## config.mk

```make
export PLATFORM = sky130hd
export DESIGN_NAME = spi_rate_flags
export DESIGN_NICKNAME = d
export VERILOG_FILES = /design/src/logic/spi_rate_pkg.sv /design/src/logic/spi_rate_flags.sv /design/src/logic/bit_rate_gen.sv /design/src/logic/byte_shifter.sv
export SDC_FILE = /design/constraint.sdc
export NUM_CORES = 1
export LEC_CHECK = 0
export ABC_AREA = 1
export BUFFER_PORTS_ARGS = -buffer_cell sky130_fd_sc_hd__buf_2
export CAP_MARGIN = 40
export CORE_MARGIN = 2
export CORE_UTILIZATION = 45
export CTS_CLUSTER_SIZE = 30
export DETAILED_ROUTE_END_ITERATION = 7
export PLACE_DENSITY = 0.69
export SLEW_MARGIN = 20
export SYNTH_ARGS = -nofsm -noshare
export SYNTH_HDL_FRONTEND = slang
export SYNTH_HIERARCHICAL = 1
export SYNTH_SLANG_ARGS = --single-unit
```

## constraint.sdc

```tcl
create_clock -name pclk -period 2.6 [get_ports pclk]
set_input_delay 0.13 -clock pclk [delete_from_list [all_inputs] [get_ports pclk]]
set_output_delay 0.13 -clock pclk [all_outputs]
set_load 0.1 [all_outputs]
```

## src/logic/spi_rate_pkg.sv

```systemverilog
package spi_rate_pkg;

	// ----------------------------------------
	// register map, byte addresses on the apb
	// ----------------------------------------
	localparam int ADDR_W = 8;
	localparam logic [7:0] OFF_CONTROL1 = 8'h00;
	localparam logic [7:0] OFF_CONTROL2 = 8'h04;
	localparam logic [7:0] OFF_BIT_RATE = 8'h08;
	localparam logic [7:0] OFF_STATUS = 8'h0c;
	localparam logic [7:0] OFF_DATA = 8'h10;

	// ----------------------------------------
	// field positions
	// ----------------------------------------
	localparam int PRESCALE_LSB = 4;
	localparam int RATE_LSB = 0;
	localparam int SEL_W = 3;
	localparam int STATUS_RX_FULL_BIT = 7;
	localparam int STATUS_TX_EMPTY_BIT = 5;
	localparam int STATUS_MODE_FAULT_BIT = 4;
	localparam int CONTROL2_FAULT_EN_BIT = 4;

	// ----------------------------------------
	// reset values and implemented-bit masks
	// ----------------------------------------
	localparam logic [7:0] CONTROL1_RESET = 8'h04;
	localparam logic [7:0] CONTROL2_RESET = 8'h00;
	localparam logic [7:0] BIT_RATE_RESET = 8'h00;
	localparam logic [7:0] BIT_RATE_MASK = 8'h77;
	localparam logic [7:0] CONTROL2_MASK = 8'h10;

	// ----------------------------------------
	// timing counts, in pclk cycles or sck edges
	// ----------------------------------------
	localparam int TX_LOAD_CYCLES = 2;
	localparam int EDGES_PER_BYTE = 16;
	localparam logic [3:0] LAST_EDGE = 4'hf;

	// ----------------------------------------
	// first control register layout, msb first
	// ----------------------------------------
	typedef struct packed {
		logic receive_fault_irq_enable;
		logic interface_enable;
		logic transmit_irq_enable;
		logic master_select;
		logic clock_polarity;
		logic clock_phase;
		logic select_output_enable;
		logic lsb_first;
	} control1_s;

	// ----------------------------------------
	// format settings handed to the shifter
	// ----------------------------------------
	typedef struct packed {
		logic clock_polarity;
		logic clock_phase;
		logic lsb_first;
	} frame_format_s;

endpackage

```

## src/logic/spi_rate_flags.sv

```systemverilog
`timescale 1ns/1ps
// Behaviour
// - bit rate register accessible at any time
// - prescale field bits 6:4 divides by value+1
// - rate field bits 2:0 divides by 2..256
// - status holds three read-only flags, writes ignored
// - status bits 6,3,2,1,0 read zero
// - receive-full set when transfer completes
// - receive-full cleared by status read, data read
// - transmit-empty cleared by status read, data write
// - data write without armed status read discarded
// - transmit irq when flag and enable set
// - transmit-empty set on buffer to shifter move
// - idle master: byte moves, flag back within two cycles
// - queued byte follows completed shift automatically
// - mode fault set when select input low
// - fault input only master, fault enable, no output
// - mode fault cleared by status read, control write
// - receive/fault irq on either flag when enabled
// - disable halts transfer, flushes, resets receive-full and transmit-empty flags; mode fault kept
// - receive overrun loses data without indication
module spi_rate_flags (
	// clock and reset
	input wire logic pclk,
	input wire logic presetn,
	// apb slave
	input wire logic psel,
	input wire logic penable,
	input wire logic pwrite,
	input wire logic [spi_rate_pkg::ADDR_W-1:0] paddr,
	input wire logic [31:0] pwdata,
	output logic [31:0] prdata,
	output logic pready,
	output logic pslverr,
	// serial pins
	output logic sck,
	output logic mosi,
	input wire logic miso,
	input wire logic ss_n_in,
	output logic ss_n_out,
	output logic ss_oe,
	// interrupt requests
	output logic tx_irq,
	output logic rx_fault_irq
);

	// ----------------------------------------
	// declarations
	// ----------------------------------------
	spi_rate_pkg::control1_s control1;
	spi_rate_pkg::frame_format_s fmt;
	logic fault_function_enable;
	logic [7:0] bit_rate;
	logic [7:0] tx_buf;
	logic [7:0] rx_buf;
	logic receive_full_flag;
	logic transmit_empty_flag;
	logic mode_fault_flag;
	logic rx_armed;
	logic tx_armed;
	logic fault_armed;
	logic [7:0] status_value;
	logic [7:0] read_value;
	logic access;
	logic wr_access;
	logic rd_access;
	logic wr_control1;
	logic wr_control2;
	logic wr_bit_rate;
	logic wr_data;
	logic rd_status;
	logic rd_data;
	logic tx_accept;
	logic enabled;
	logic is_master;
	logic fault_input_active;
	logic shift_start;
	logic shift_busy;
	logic shift_done;
	logic [7:0] shift_rx;
	logic half_tick;
	logic shifter_sck;
	logic shifter_mosi;

	// true for the five mapped word addresses only
	function automatic logic addr_mapped(input logic [spi_rate_pkg::ADDR_W-1:0] addr);
		addr_mapped = (addr == spi_rate_pkg::OFF_CONTROL1) ||
			(addr == spi_rate_pkg::OFF_CONTROL2) ||
			(addr == spi_rate_pkg::OFF_BIT_RATE) ||
			(addr == spi_rate_pkg::OFF_STATUS) ||
			(addr == spi_rate_pkg::OFF_DATA);
	endfunction

	// ----------------------------------------
	// apb decode
	// ----------------------------------------
	// access completes at the edge where pready is seen; unmapped ones do nothing
	assign access = psel && penable && pready && !pslverr;
	assign wr_access = access && pwrite;
	assign rd_access = access && !pwrite;
	assign wr_control1 = wr_access && (paddr == spi_rate_pkg::OFF_CONTROL1);
	assign wr_control2 = wr_access && (paddr == spi_rate_pkg::OFF_CONTROL2);
	assign wr_bit_rate = wr_access && (paddr == spi_rate_pkg::OFF_BIT_RATE);
	assign wr_data = wr_access && (paddr == spi_rate_pkg::OFF_DATA);
	assign rd_status = rd_access && (paddr == spi_rate_pkg::OFF_STATUS);
	assign rd_data = rd_access && (paddr == spi_rate_pkg::OFF_DATA);

	// ----------------------------------------
	// mode decode
	// ----------------------------------------
	assign enabled = control1.interface_enable;
	assign is_master = control1.master_select;
	assign fmt = '{clock_polarity: control1.clock_polarity,
		clock_phase: control1.clock_phase,
		lsb_first: control1.lsb_first};
	// select pin is a fault input only in this one configuration
	assign fault_input_active = enabled && is_master && fault_function_enable &&
		!control1.select_output_enable;

	// status image: three flags, unused positions tied low
	always_comb begin
		status_value = 8'h00;
		status_value[spi_rate_pkg::STATUS_RX_FULL_BIT] = receive_full_flag;
		status_value[spi_rate_pkg::STATUS_TX_EMPTY_BIT] = transmit_empty_flag;
		status_value[spi_rate_pkg::STATUS_MODE_FAULT_BIT] = mode_fault_flag;
	end

	// read mux; data port returns the receive buffer
	always_comb begin
		read_value = 8'h00;
		unique case (paddr)
			spi_rate_pkg::OFF_CONTROL1: read_value = control1;
			spi_rate_pkg::OFF_CONTROL2: read_value = {3'h0, fault_function_enable, 4'h0};
			spi_rate_pkg::OFF_BIT_RATE: read_value = bit_rate & spi_rate_pkg::BIT_RATE_MASK;
			spi_rate_pkg::OFF_STATUS: read_value = status_value;
			spi_rate_pkg::OFF_DATA: read_value = rx_buf;
			default: read_value = 8'h00;
		endcase
	end

	// ----------------------------------------
	// apb answer: no wait state, all from flops
	// ----------------------------------------
	// read data is frozen in the setup cycle, so the value seen is the one the
	// flag arming below is based on, even if a flag moves during the access
	always_ff @(posedge pclk or negedge presetn) begin
		if (!presetn) begin
			pready <= 1'b0;
			pslverr <= 1'b0;
			prdata <= 32'h0000_0000;
		end else begin
			pready <= psel && !penable;
			if (psel && !penable) begin
				pslverr <= !addr_mapped(paddr);
				prdata <= {24'h00_0000, pwrite ? 8'h00 : read_value};
			end else begin
				pslverr <= 1'b0;
			end
		end
	end

	// ----------------------------------------
	// configuration registers
	// ----------------------------------------
	// first control register, plain read/write
	always_ff @(posedge pclk or negedge presetn) begin
		if (!presetn) begin
			control1 <= spi_rate_pkg::CONTROL1_RESET;
		end else if (wr_control1) begin
			control1 <= pwdata[7:0];
		end
	end

	// second control register holds only the fault enable here
	always_ff @(posedge pclk or negedge presetn) begin
		if (!presetn) begin
			fault_function_enable <= spi_rate_pkg::CONTROL2_RESET[spi_rate_pkg::CONTROL2_FAULT_EN_BIT];
		end else if (wr_control2) begin
			fault_function_enable <= pwdata[spi_rate_pkg::CONTROL2_FAULT_EN_BIT];
		end
	end

	// bit rate register; a change mid-byte takes effect on the next count
	always_ff @(posedge pclk or negedge presetn) begin
		if (!presetn) begin
			bit_rate <= spi_rate_pkg::BIT_RATE_RESET;
		end else if (wr_bit_rate) begin
			bit_rate <= pwdata[7:0] & spi_rate_pkg::BIT_RATE_MASK;
		end
	end

	// ----------------------------------------
	// flag arming from status reads
	// ----------------------------------------
	// status writes fall through here untouched: no flag moves on them
	always_ff @(posedge pclk or negedge presetn) begin
		if (!presetn) begin
			rx_armed <= 1'b0;
		end else if (!enabled) begin
			rx_armed <= 1'b0;
		end else if (rd_status && prdata[spi_rate_pkg::STATUS_RX_FULL_BIT]) begin
			rx_armed <= 1'b1;
		end else if (rd_data) begin
			rx_armed <= 1'b0;
		end
	end

	// transmit arming; only a read that saw the flag high counts
	always_ff @(posedge pclk or negedge presetn) begin
		if (!presetn) begin
			tx_armed <= 1'b0;
		end else if (!enabled) begin
			tx_armed <= 1'b0;
		end else if (rd_status && prdata[spi_rate_pkg::STATUS_TX_EMPTY_BIT]) begin
			tx_armed <= 1'b1;
		end else if (wr_data) begin
			tx_armed <= 1'b0;
		end
	end

	// fault arming survives disable; the fault flag itself does too
	always_ff @(posedge pclk or negedge presetn) begin
		if (!presetn) begin
			fault_armed <= 1'b0;
		end else if (rd_status && prdata[spi_rate_pkg::STATUS_MODE_FAULT_BIT]) begin
			fault_armed <= 1'b1;
		end else if (wr_control1) begin
			fault_armed <= 1'b0;
		end
	end

	// ----------------------------------------
	// transmit buffer
	// ----------------------------------------
	// a data write without a preceding armed status read is simply dropped
	assign tx_accept = wr_data && tx_armed && transmit_empty_flag && enabled;

	always_ff @(posedge pclk or negedge presetn) begin
		if (!presetn) begin
			tx_buf <= 8'h00;
		end else if (tx_accept) begin
			tx_buf <= pwdata[7:0];
		end
	end

	// as master, a queued byte enters an idle shifter on the cycle after the write
	assign shift_start = enabled && is_master && !shift_busy && !transmit_empty_flag;

	// empty flag: disable and buffer-to-shifter move set it, accepted write clears
	always_ff @(posedge pclk or negedge presetn) begin
		if (!presetn) begin
			transmit_empty_flag <= 1'b1;
		end else if (!enabled) begin
			transmit_empty_flag <= 1'b1;
		end else if (shift_start) begin
			transmit_empty_flag <= 1'b1;
		end else if (tx_accept) begin
			transmit_empty_flag <= 1'b0;
		end
	end

	// ----------------------------------------
	// receive buffer and full flag
	// ----------------------------------------
	// an unread byte is kept; the newer one is lost with no flag raised
	always_ff @(posedge pclk or negedge presetn) begin
		if (!presetn) begin
			rx_buf <= 8'h00;
		end else if (shift_done && !receive_full_flag) begin
			rx_buf <= shift_rx;
		end
	end

	// completion wins over a clearing data read in the same cycle
	always_ff @(posedge pclk or negedge presetn) begin
		if (!presetn) begin
			receive_full_flag <= 1'b0;
		end else if (!enabled) begin
			receive_full_flag <= 1'b0;
		end else if (shift_done) begin
			receive_full_flag <= 1'b1;
		end else if (rd_data && rx_armed) begin
			receive_full_flag <= 1'b0;
		end
	end

	// ----------------------------------------
	// mode fault
	// ----------------------------------------
	// a low select input while set up as fault-checking master means contention
	always_ff @(posedge pclk or negedge presetn) begin
		if (!presetn) begin
			mode_fault_flag <= 1'b0;
		end else if (fault_input_active && !ss_n_in) begin
			mode_fault_flag <= 1'b1;
		end else if (wr_control1 && fault_armed) begin
			mode_fault_flag <= 1'b0;
		end
	end

	// ----------------------------------------
	// interrupt requests
	// ----------------------------------------
	always_ff @(posedge pclk or negedge presetn) begin
		if (!presetn) begin
			tx_irq <= 1'b0;
			rx_fault_irq <= 1'b0;
		end else begin
			tx_irq <= transmit_empty_flag && control1.transmit_irq_enable;
			rx_fault_irq <= control1.receive_fault_irq_enable &&
				(receive_full_flag || mode_fault_flag);
		end
	end

	// ----------------------------------------
	// automatic select output
	// ----------------------------------------
	// driven only as master with fault enable and select output both set
	always_ff @(posedge pclk or negedge presetn) begin
		if (!presetn) begin
			ss_oe <= 1'b0;
			ss_n_out <= 1'b1;
		end else begin
			ss_oe <= enabled && is_master && fault_function_enable &&
				control1.select_output_enable;
			ss_n_out <= !(shift_busy || shift_start);
		end
	end

	// ----------------------------------------
	// bit clock and shifter
	// ----------------------------------------
	// counters only run during a byte so every byte starts on a clean period
	bit_rate_gen #(
		.SEL_W(spi_rate_pkg::SEL_W)
	) u_rate (
		.pclk(pclk),
		.presetn(presetn),
		.run(shift_busy),
		.prescale_select(bit_rate[spi_rate_pkg::PRESCALE_LSB +: spi_rate_pkg::SEL_W]),
		.rate_divider_select(bit_rate[spi_rate_pkg::RATE_LSB +: spi_rate_pkg::SEL_W]),
		.half_tick(half_tick)
	);

	// disable resets the shifter state in the same cycle
	byte_shifter u_shift (
		.pclk(pclk),
		.presetn(presetn),
		.clear(!enabled),
		.start(shift_start),
		.load_data(tx_buf),
		.half_tick(half_tick),
		.fmt(fmt),
		.miso(miso),
		.sck(shifter_sck),
		.mosi(shifter_mosi),
		.busy(shift_busy),
		.done(shift_done),
		.rx_data(shift_rx)
	);

	// pins come straight from the shifter flops
	assign sck = shifter_sck;
	assign mosi = shifter_mosi;

endmodule

```

## src/logic/bit_rate_gen.sv

```systemverilog
`timescale 1ns/1ps
module bit_rate_gen #(
	parameter int SEL_W = 3
) (
	// clock and reset
	input wire logic pclk,
	input wire logic presetn,
	// control
	input wire logic run,
	input wire logic [SEL_W-1:0] prescale_select,
	input wire logic [SEL_W-1:0] rate_divider_select,
	// half bit period enable
	output logic half_tick
);

	// ----------------------------------------
	// prescaler and rate divider counters
	// ----------------------------------------
	logic [SEL_W-1:0] pre_count;
	logic [7:0] rate_count;
	logic pre_tick;
	logic [7:0] half_limit;

	// prescaler wraps after select+1 cycles, giving divide by 1..8
	assign pre_tick = (pre_count == prescale_select);
	// divider of 2^(sel+1) toggles sck every 2^sel prescaled ticks
	assign half_limit = 8'((9'h001 << rate_divider_select) - 9'h001);

	// prescaler count; restarts when idle so the first edge is a full half period away
	always_ff @(posedge pclk or negedge presetn) begin
		if (!presetn) begin
			pre_count <= '0;
		end else if (!run || pre_tick) begin
			pre_count <= '0;
		end else begin
			pre_count <= pre_count + 1'b1;
		end
	end

	// rate divider count, stepped by prescaler output only
	always_ff @(posedge pclk or negedge presetn) begin
		if (!presetn) begin
			rate_count <= 8'h00;
		end else if (!run) begin
			rate_count <= 8'h00;
		end else if (pre_tick) begin
			rate_count <= (rate_count >= half_limit) ? 8'h00 : rate_count + 8'h01;
		end
	end

	// two half ticks per sck period: bit rate = pclk / (prescale * rate)
	always_ff @(posedge pclk or negedge presetn) begin
		if (!presetn) begin
			half_tick <= 1'b0;
		end else begin
			half_tick <= run && pre_tick && (rate_count >= half_limit);
		end
	end

endmodule

```

## src/logic/byte_shifter.sv

```systemverilog
`timescale 1ns/1ps
module byte_shifter (
	// clock and reset
	input wire logic pclk,
	input wire logic presetn,
	// control
	input wire logic clear,
	input wire logic start,
	input wire logic [7:0] load_data,
	input wire logic half_tick,
	input wire spi_rate_pkg::frame_format_s fmt,
	// serial pins
	input wire logic miso,
	output logic sck,
	output logic mosi,
	// status
	output logic busy,
	output logic done,
	output logic [7:0] rx_data
);

	typedef enum logic {IDLE, SHIFTING} shift_state_e;

	shift_state_e state;
	logic [7:0] shreg;
	logic [7:0] next_shreg;
	logic [3:0] edge_count;
	logic sample_bit;
	logic sample_edge;

	// shift one position, entering the sampled bit at the far end
	function automatic logic [7:0] shift_in(input logic [7:0] value, input logic bit_in,
			input logic lsb_first);
		shift_in = lsb_first ? {bit_in, value[7:1]} : {value[6:0], bit_in};
	endfunction

	// ----------------------------------------
	// edge classification and next shift value
	// ----------------------------------------
	assign sample_edge = (edge_count[0] == fmt.clock_phase);

	// phase 1 presents the first bit on edge 0, so that edge moves nothing
	always_comb begin
		next_shreg = shreg;
		if (state == IDLE) begin
			if (start) begin
				next_shreg = load_data;
			end
		end else if (half_tick && !sample_edge) begin
			if (!(fmt.clock_phase && edge_count == 4'h0)) begin
				next_shreg = shift_in(shreg, sample_bit, fmt.lsb_first);
			end
		end
	end

	// ----------------------------------------
	// transfer sequencer
	// ----------------------------------------
	always_ff @(posedge pclk or negedge presetn) begin
		if (!presetn) begin
			state <= IDLE;
			shreg <= 8'h00;
			edge_count <= 4'h0;
			sample_bit <= 1'b0;
			sck <= 1'b0;
			done <= 1'b0;
			rx_data <= 8'h00;
		end else if (clear) begin
			state <= IDLE; // disable aborts mid-byte
			edge_count <= 4'h0;
			sck <= fmt.clock_polarity;
			done <= 1'b0;
		end else begin
			done <= 1'b0;
			shreg <= next_shreg;
			unique case (state)
				IDLE: begin
					sck <= fmt.clock_polarity;
					if (start) begin
						edge_count <= 4'h0;
						state <= SHIFTING;
					end
				end
				SHIFTING: begin
					if (half_tick) begin
						sck <= ~sck;
						edge_count <= edge_count + 4'h1;
						if (sample_edge) begin
							sample_bit <= miso;
						end
						if (edge_count == spi_rate_pkg::LAST_EDGE) begin
							state <= IDLE;
							done <= 1'b1;
							rx_data <= shift_in(shreg, fmt.clock_phase ? miso : sample_bit,
								fmt.lsb_first);
						end
					end
				end
			endcase
		end
	end

	// data pin follows the outgoing end of the shifter
	always_ff @(posedge pclk or negedge presetn) begin
		if (!presetn) begin
			mosi <= 1'b0;
		end else begin
			mosi <= fmt.lsb_first ? next_shreg[0] : next_shreg[7];
		end
	end

	assign busy = (state == SHIFTING);

endmodule

```

==> impl_metrics.tcl <==
set metrics [dict create \
    wire_per_inst_um 13.0 \
    max_clk_rate_ghz 0.507 \
    cts_buffer_depth 2 \
    synthesis.yosys.warnings 6 \
    drt_drc_violations_left 0 \
    cts_setup_buffers 0 \
    clock_tree.root_cell "sky130_fd_sc_hd__clkbuf_8" \
    starting_density_pct 46.0 \
    globalRoute.totalOverflow 0 \
    timing.hold.worst_path_depth 3 \
    kind_of_start_point_of_the_critical_path "flip-flop" \
    die_h_um 106 \
    final.setup.tns_ns 0 \
    post-route-min-period_ns 1.97 \
    p_leak_nw 2.66 \
    power_switching_w 0.000748 \
    detailed_place_hpwl_mm 7.13 \
    final.hold.worst_slack_ns 0.0329 \
    finClkSkew_ns 0.0106 \
    crit_arrival_ns 2.26 \
    required_ns 2.89 \
    ys_types 37 \
    dpl-instance-area_um2 4930 \
    n_fill_cell 985 \
    hold_path_class "input pin to flip-flop" \
    r2r_setup_slack_ns 0.63 \
    cts_sinks 88 \
    insertion_delay_ns 0.36 \
    timing.slew.headroom_pct 59.4 \
    dr.first_iter.drc_count 157 \
    hold_viol_final 0 \
    port_buffers 38 \
    share_of_total_power_in_combinational_logic_pct 10.4 \
    whs_endpoint "pready$_DFF_PN0_" \
    global_route_wire_length_before_repair_mm 16.4 \
    cts_made_buffers 9 \
    n_antenna_cell 0 \
    run_status "complete, no violations" \
    seq_area_frac_synth_pct 46.9 \
    finalInstanceArea_um2 5160 \
    timing.max_cap.violations 0 \
    core_region_area_um2 10200 \
    timing.rr.start "enabled$_DFFE_PN0P_" \
    worst_ir_drop_vdd_mv 0.235 \
    maximum_number_of_pins_on_one_net_before_global_route_repair 46 \
    global_route.usage.total_pct 18.6 \
    rsz0062_at_grt "false" \
    vias_per_std_cell 4.84 \
    cts_tree "built" \
    die_width_um 106 \
    avgSynthCellArea_um2 8.38 \
    power.internal_w 0.00178 \
    power_frac_seq_pct 54.4 \
    worst_setup_path_end_kind "flip-flop" \
    grt_pass1_vias 3497 \
    placementRows 37 \
    reg2regPathDepth 8 \
    worstPathMaxFanout 14 \
    tightestPinTransition_ns 0.609 \
    cts.htree.levels 3 \
    area_growth_pct 9.63 \
    final-max-slew-violation-count 0 \
    antenna_violations_before_repair 0 \
    hold_path_startpoint "psel" \
    number_of_standard_cells_after_synthesis 561 \
    power.density_nw_per_um2 490 \
    timing.rr.end "u_shift/shreg[3]$_DFFE_PN0P_" \
    p_sw_share_pct 29.6 \
    remaining_number_of_nets_flagged_by_the_antenna_check_after_routing 0 \
    vias 3619 \
    path_clk_slew_ns 0.09 \
    finalWeightedCongestion 0.824 \
    nets 666 \
    register_bit_count_reported_by_yosys 88 \
    detailed_route_wire_length_mm 9.76 \
    critical_path_class "flip-flop to flip-flop" \
    top_level_ports 87 \
    drive_gt1_share_pct 18.0 \
    post-route-period-util_pct 75.9 \
    drtPass1Iterations 5 \
    finalSetupViolCount 0 \
    power_share_of_the_clock_group_pct 35.2 \
    post_synth_instance_area_um2 4700 \
    floorplan.die_area_um2 11300 \
]
[flip-flops by register name, summed over array words and instances (netlist names), 4 cells and up]
signal / cells
u_shift/rx_data: 8
prdata: 8
rx_buf: 8
tx_buf: 8
u_shift/edge_count: 4
control1: 6
u_shift/shreg: 8
bit_rate: 6
u_rate/rate_count: 8
[worst max path at each step]
stage               slack, ns                 from  cells past startpoint                      endpoint
floorplan                0.73     pready$_DFF_PN0_                      6         tx_buf[7]$_DFFE_PN0P_
global placement         0.68  enabled$_DFFE_PN0P_                      7  u_shift/shreg[4]$_DFFE_PN0P_
detailed placement       0.66  enabled$_DFFE_PN0P_                      7  u_shift/shreg[3]$_DFFE_PN0P_
CTS                      0.64  enabled$_DFFE_PN0P_                      8  u_shift/shreg[3]$_DFFE_PN0P_
global route             0.35  enabled$_DFFE_PN0P_                      8  u_shift/shreg[3]$_DFFE_PN0P_
finish                   0.63  enabled$_DFFE_PN0P_                      8  u_shift/shreg[3]$_DFFE_PN0P_
[per-layer routing]
| layer | GRT usage (%) | up-vias | share of wire, % | wire, um |
|---|---|---|---|---|
| met5 | 0 | - | 0 | 0 |
| met4 | 8.36 | 0 | 2.3 | 223 |
| met3 | 2.82 | 16 | 3.7 | 362 |
| met2 | 30.0 | 83 | 47 | 4600 |
| met1 | 24.9 | 1686 | 47 | 4570 |
| li1 | - | 1834 | - | - |
[power groups by stage]
stage	clock network (W)	registers (W)	logic (W)
global route	0.000958	0.00137	0.000281
global placement	0	0.00140	0.000259
finish	0.000888	0.00137	0.000264
floorplan	0	0.00141	0.000213
detailed placement	0	0.00140	0.000261
CTS	0.000901	0.00137	0.000266
[cells by family (layout without fill, tap and decap cells)]
group | Yosys count | in the layout | share of synthesized area, %
AND/OR/NAND/NOR | 259 | 259 | 24.6
buffers and inverters | 98 | 126 | 10.7
flip-flops | 88 | 88 | 46.9
AO/OA/AOI/OAI | 86 | 86 | 11.2
adder cells (fa/ha/maj) | 12 | 12 | 3.19
XOR/XNOR | 10 | 10 | 1.86
multiplexers | 6 | 6 | 1.44
other | 2 | 25 | 0.160
[final cells by class]
type / count / area [um^2] / share of cell area [%]
multi-input combinational: 398 / 2080 / 40.4
sequential: 88 / 2210 / 42.8
inverter: 64 / 240 / 4.66
timing repair buffer: 46 / 275 / 5.34
clock inverter: 6 / 45.0 / 0.874
tap: 136 / 170 / 3.30
clock buffer: 10 / 138 / 2.67
[worst max-delay path, cell delays in order, from the launching register on]
cell,delay (ns)
sky130_fd_sc_hd__dfrtp_1,0.48
sky130_fd_sc_hd__inv_1,0.09
sky130_fd_sc_hd__nor4_1,0.42
sky130_fd_sc_hd__inv_1,0.13
sky130_fd_sc_hd__nor2_2,0.16
sky130_fd_sc_hd__inv_2,0.08
sky130_fd_sc_hd__a21oi_4,0.35
sky130_fd_sc_hd__nand2_1,0.10
sky130_fd_sc_hd__o21ai_0,0.10
[metrics by stage]
step	power [W]	utilization (%)	std cells	setup WS (ns)
2_1_floorplan	0.00163	-	584	0.731
3_3_place_gp	0.00166	48.2	728	0.679
3_5_place_dp	0.00166	48.2	728	0.659
4_1_cts	0.00254	50.4	748	0.644
5_1_grt	0.00261	50.4	748	0.354
6_report	0.00253	50.4	748	0.627
[synthesized netlist by cell type]
| library cell | n | share of area, % |
|---|---|---|
| sky130_fd_sc_hd__a21oi_1 | 18 | 1.9 |
| sky130_fd_sc_hd__a21oi_2 | 1 | 0.19 |
| sky130_fd_sc_hd__a21oi_4 | 2 | 0.69 |
| sky130_fd_sc_hd__a221oi_1 | 1 | 0.19 |
| sky130_fd_sc_hd__buf_2 | 5 | 0.53 |
| sky130_fd_sc_hd__buf_4 | 24 | 3.8 |
| sky130_fd_sc_hd__buf_6 | 5 | 1.2 |
| sky130_fd_sc_hd__clkinv_1 | 2 | 0.16 |
| sky130_fd_sc_hd__conb_1 | 2 | 0.16 |
| sky130_fd_sc_hd__dfrtp_1 | 85 | 45 |
| sky130_fd_sc_hd__dfstp_2 | 3 | 1.7 |
| sky130_fd_sc_hd__ha_1 | 12 | 3.2 |
| sky130_fd_sc_hd__inv_1 | 59 | 4.7 |
| sky130_fd_sc_hd__inv_2 | 3 | 0.24 |
| sky130_fd_sc_hd__mux2_2 | 6 | 1.4 |
| sky130_fd_sc_hd__nand2_1 | 149 | 12 |
| sky130_fd_sc_hd__nand2_2 | 5 | 0.67 |
| sky130_fd_sc_hd__nand2_4 | 3 | 0.72 |
| sky130_fd_sc_hd__nand3_1 | 37 | 3.9 |
| sky130_fd_sc_hd__nand3_2 | 5 | 1.1 |
| sky130_fd_sc_hd__nand4_1 | 1 | 0.13 |
| sky130_fd_sc_hd__nor2_1 | 44 | 3.5 |
| sky130_fd_sc_hd__nor2_2 | 5 | 0.67 |
| sky130_fd_sc_hd__nor2_4 | 5 | 1.2 |
| sky130_fd_sc_hd__nor3_1 | 2 | 0.21 |
| sky130_fd_sc_hd__nor3_4 | 1 | 0.35 |
| sky130_fd_sc_hd__nor4_1 | 1 | 0.13 |
| sky130_fd_sc_hd__o211ai_1 | 2 | 0.32 |
| sky130_fd_sc_hd__o21a_1 | 3 | 0.48 |
| sky130_fd_sc_hd__o21ai_0 | 35 | 3.7 |
| sky130_fd_sc_hd__o21ai_1 | 9 | 0.96 |
| sky130_fd_sc_hd__o21ai_2 | 12 | 2.2 |
| sky130_fd_sc_hd__o21bai_1 | 2 | 0.32 |
| sky130_fd_sc_hd__o31ai_1 | 1 | 0.16 |
| sky130_fd_sc_hd__or2_2 | 1 | 0.13 |
| sky130_fd_sc_hd__xnor2_1 | 7 | 1.3 |
| sky130_fd_sc_hd__xor2_1 | 3 | 0.56 |
[cell usage in the layout, fill, tap and decap left out, drive strengths merged]
cell type      n
dfrtp         85
nor2          54
o211ai         2
o21bai         2
nor4           1
buf           42
ha            12
inv           62
or2            1
nand4          1
o21a           3
nor3           3
a221oi         1
o31ai          1
xnor2          7
clkbuf        10
xor2           3
dfstp          3
nand3         42
a21oi         21
o21ai         56
clkinv         5
clkinvlp       3
conb          25
mux2           6
nand2        157
dlygate4sd3    4
[repair_timing]
item,CTS,global route
endpoints found under the hold margin,45,0
hold buffers,4,0
gates resized for setup,0,0
No activity file was read; power rests on OpenSTA's default activity.
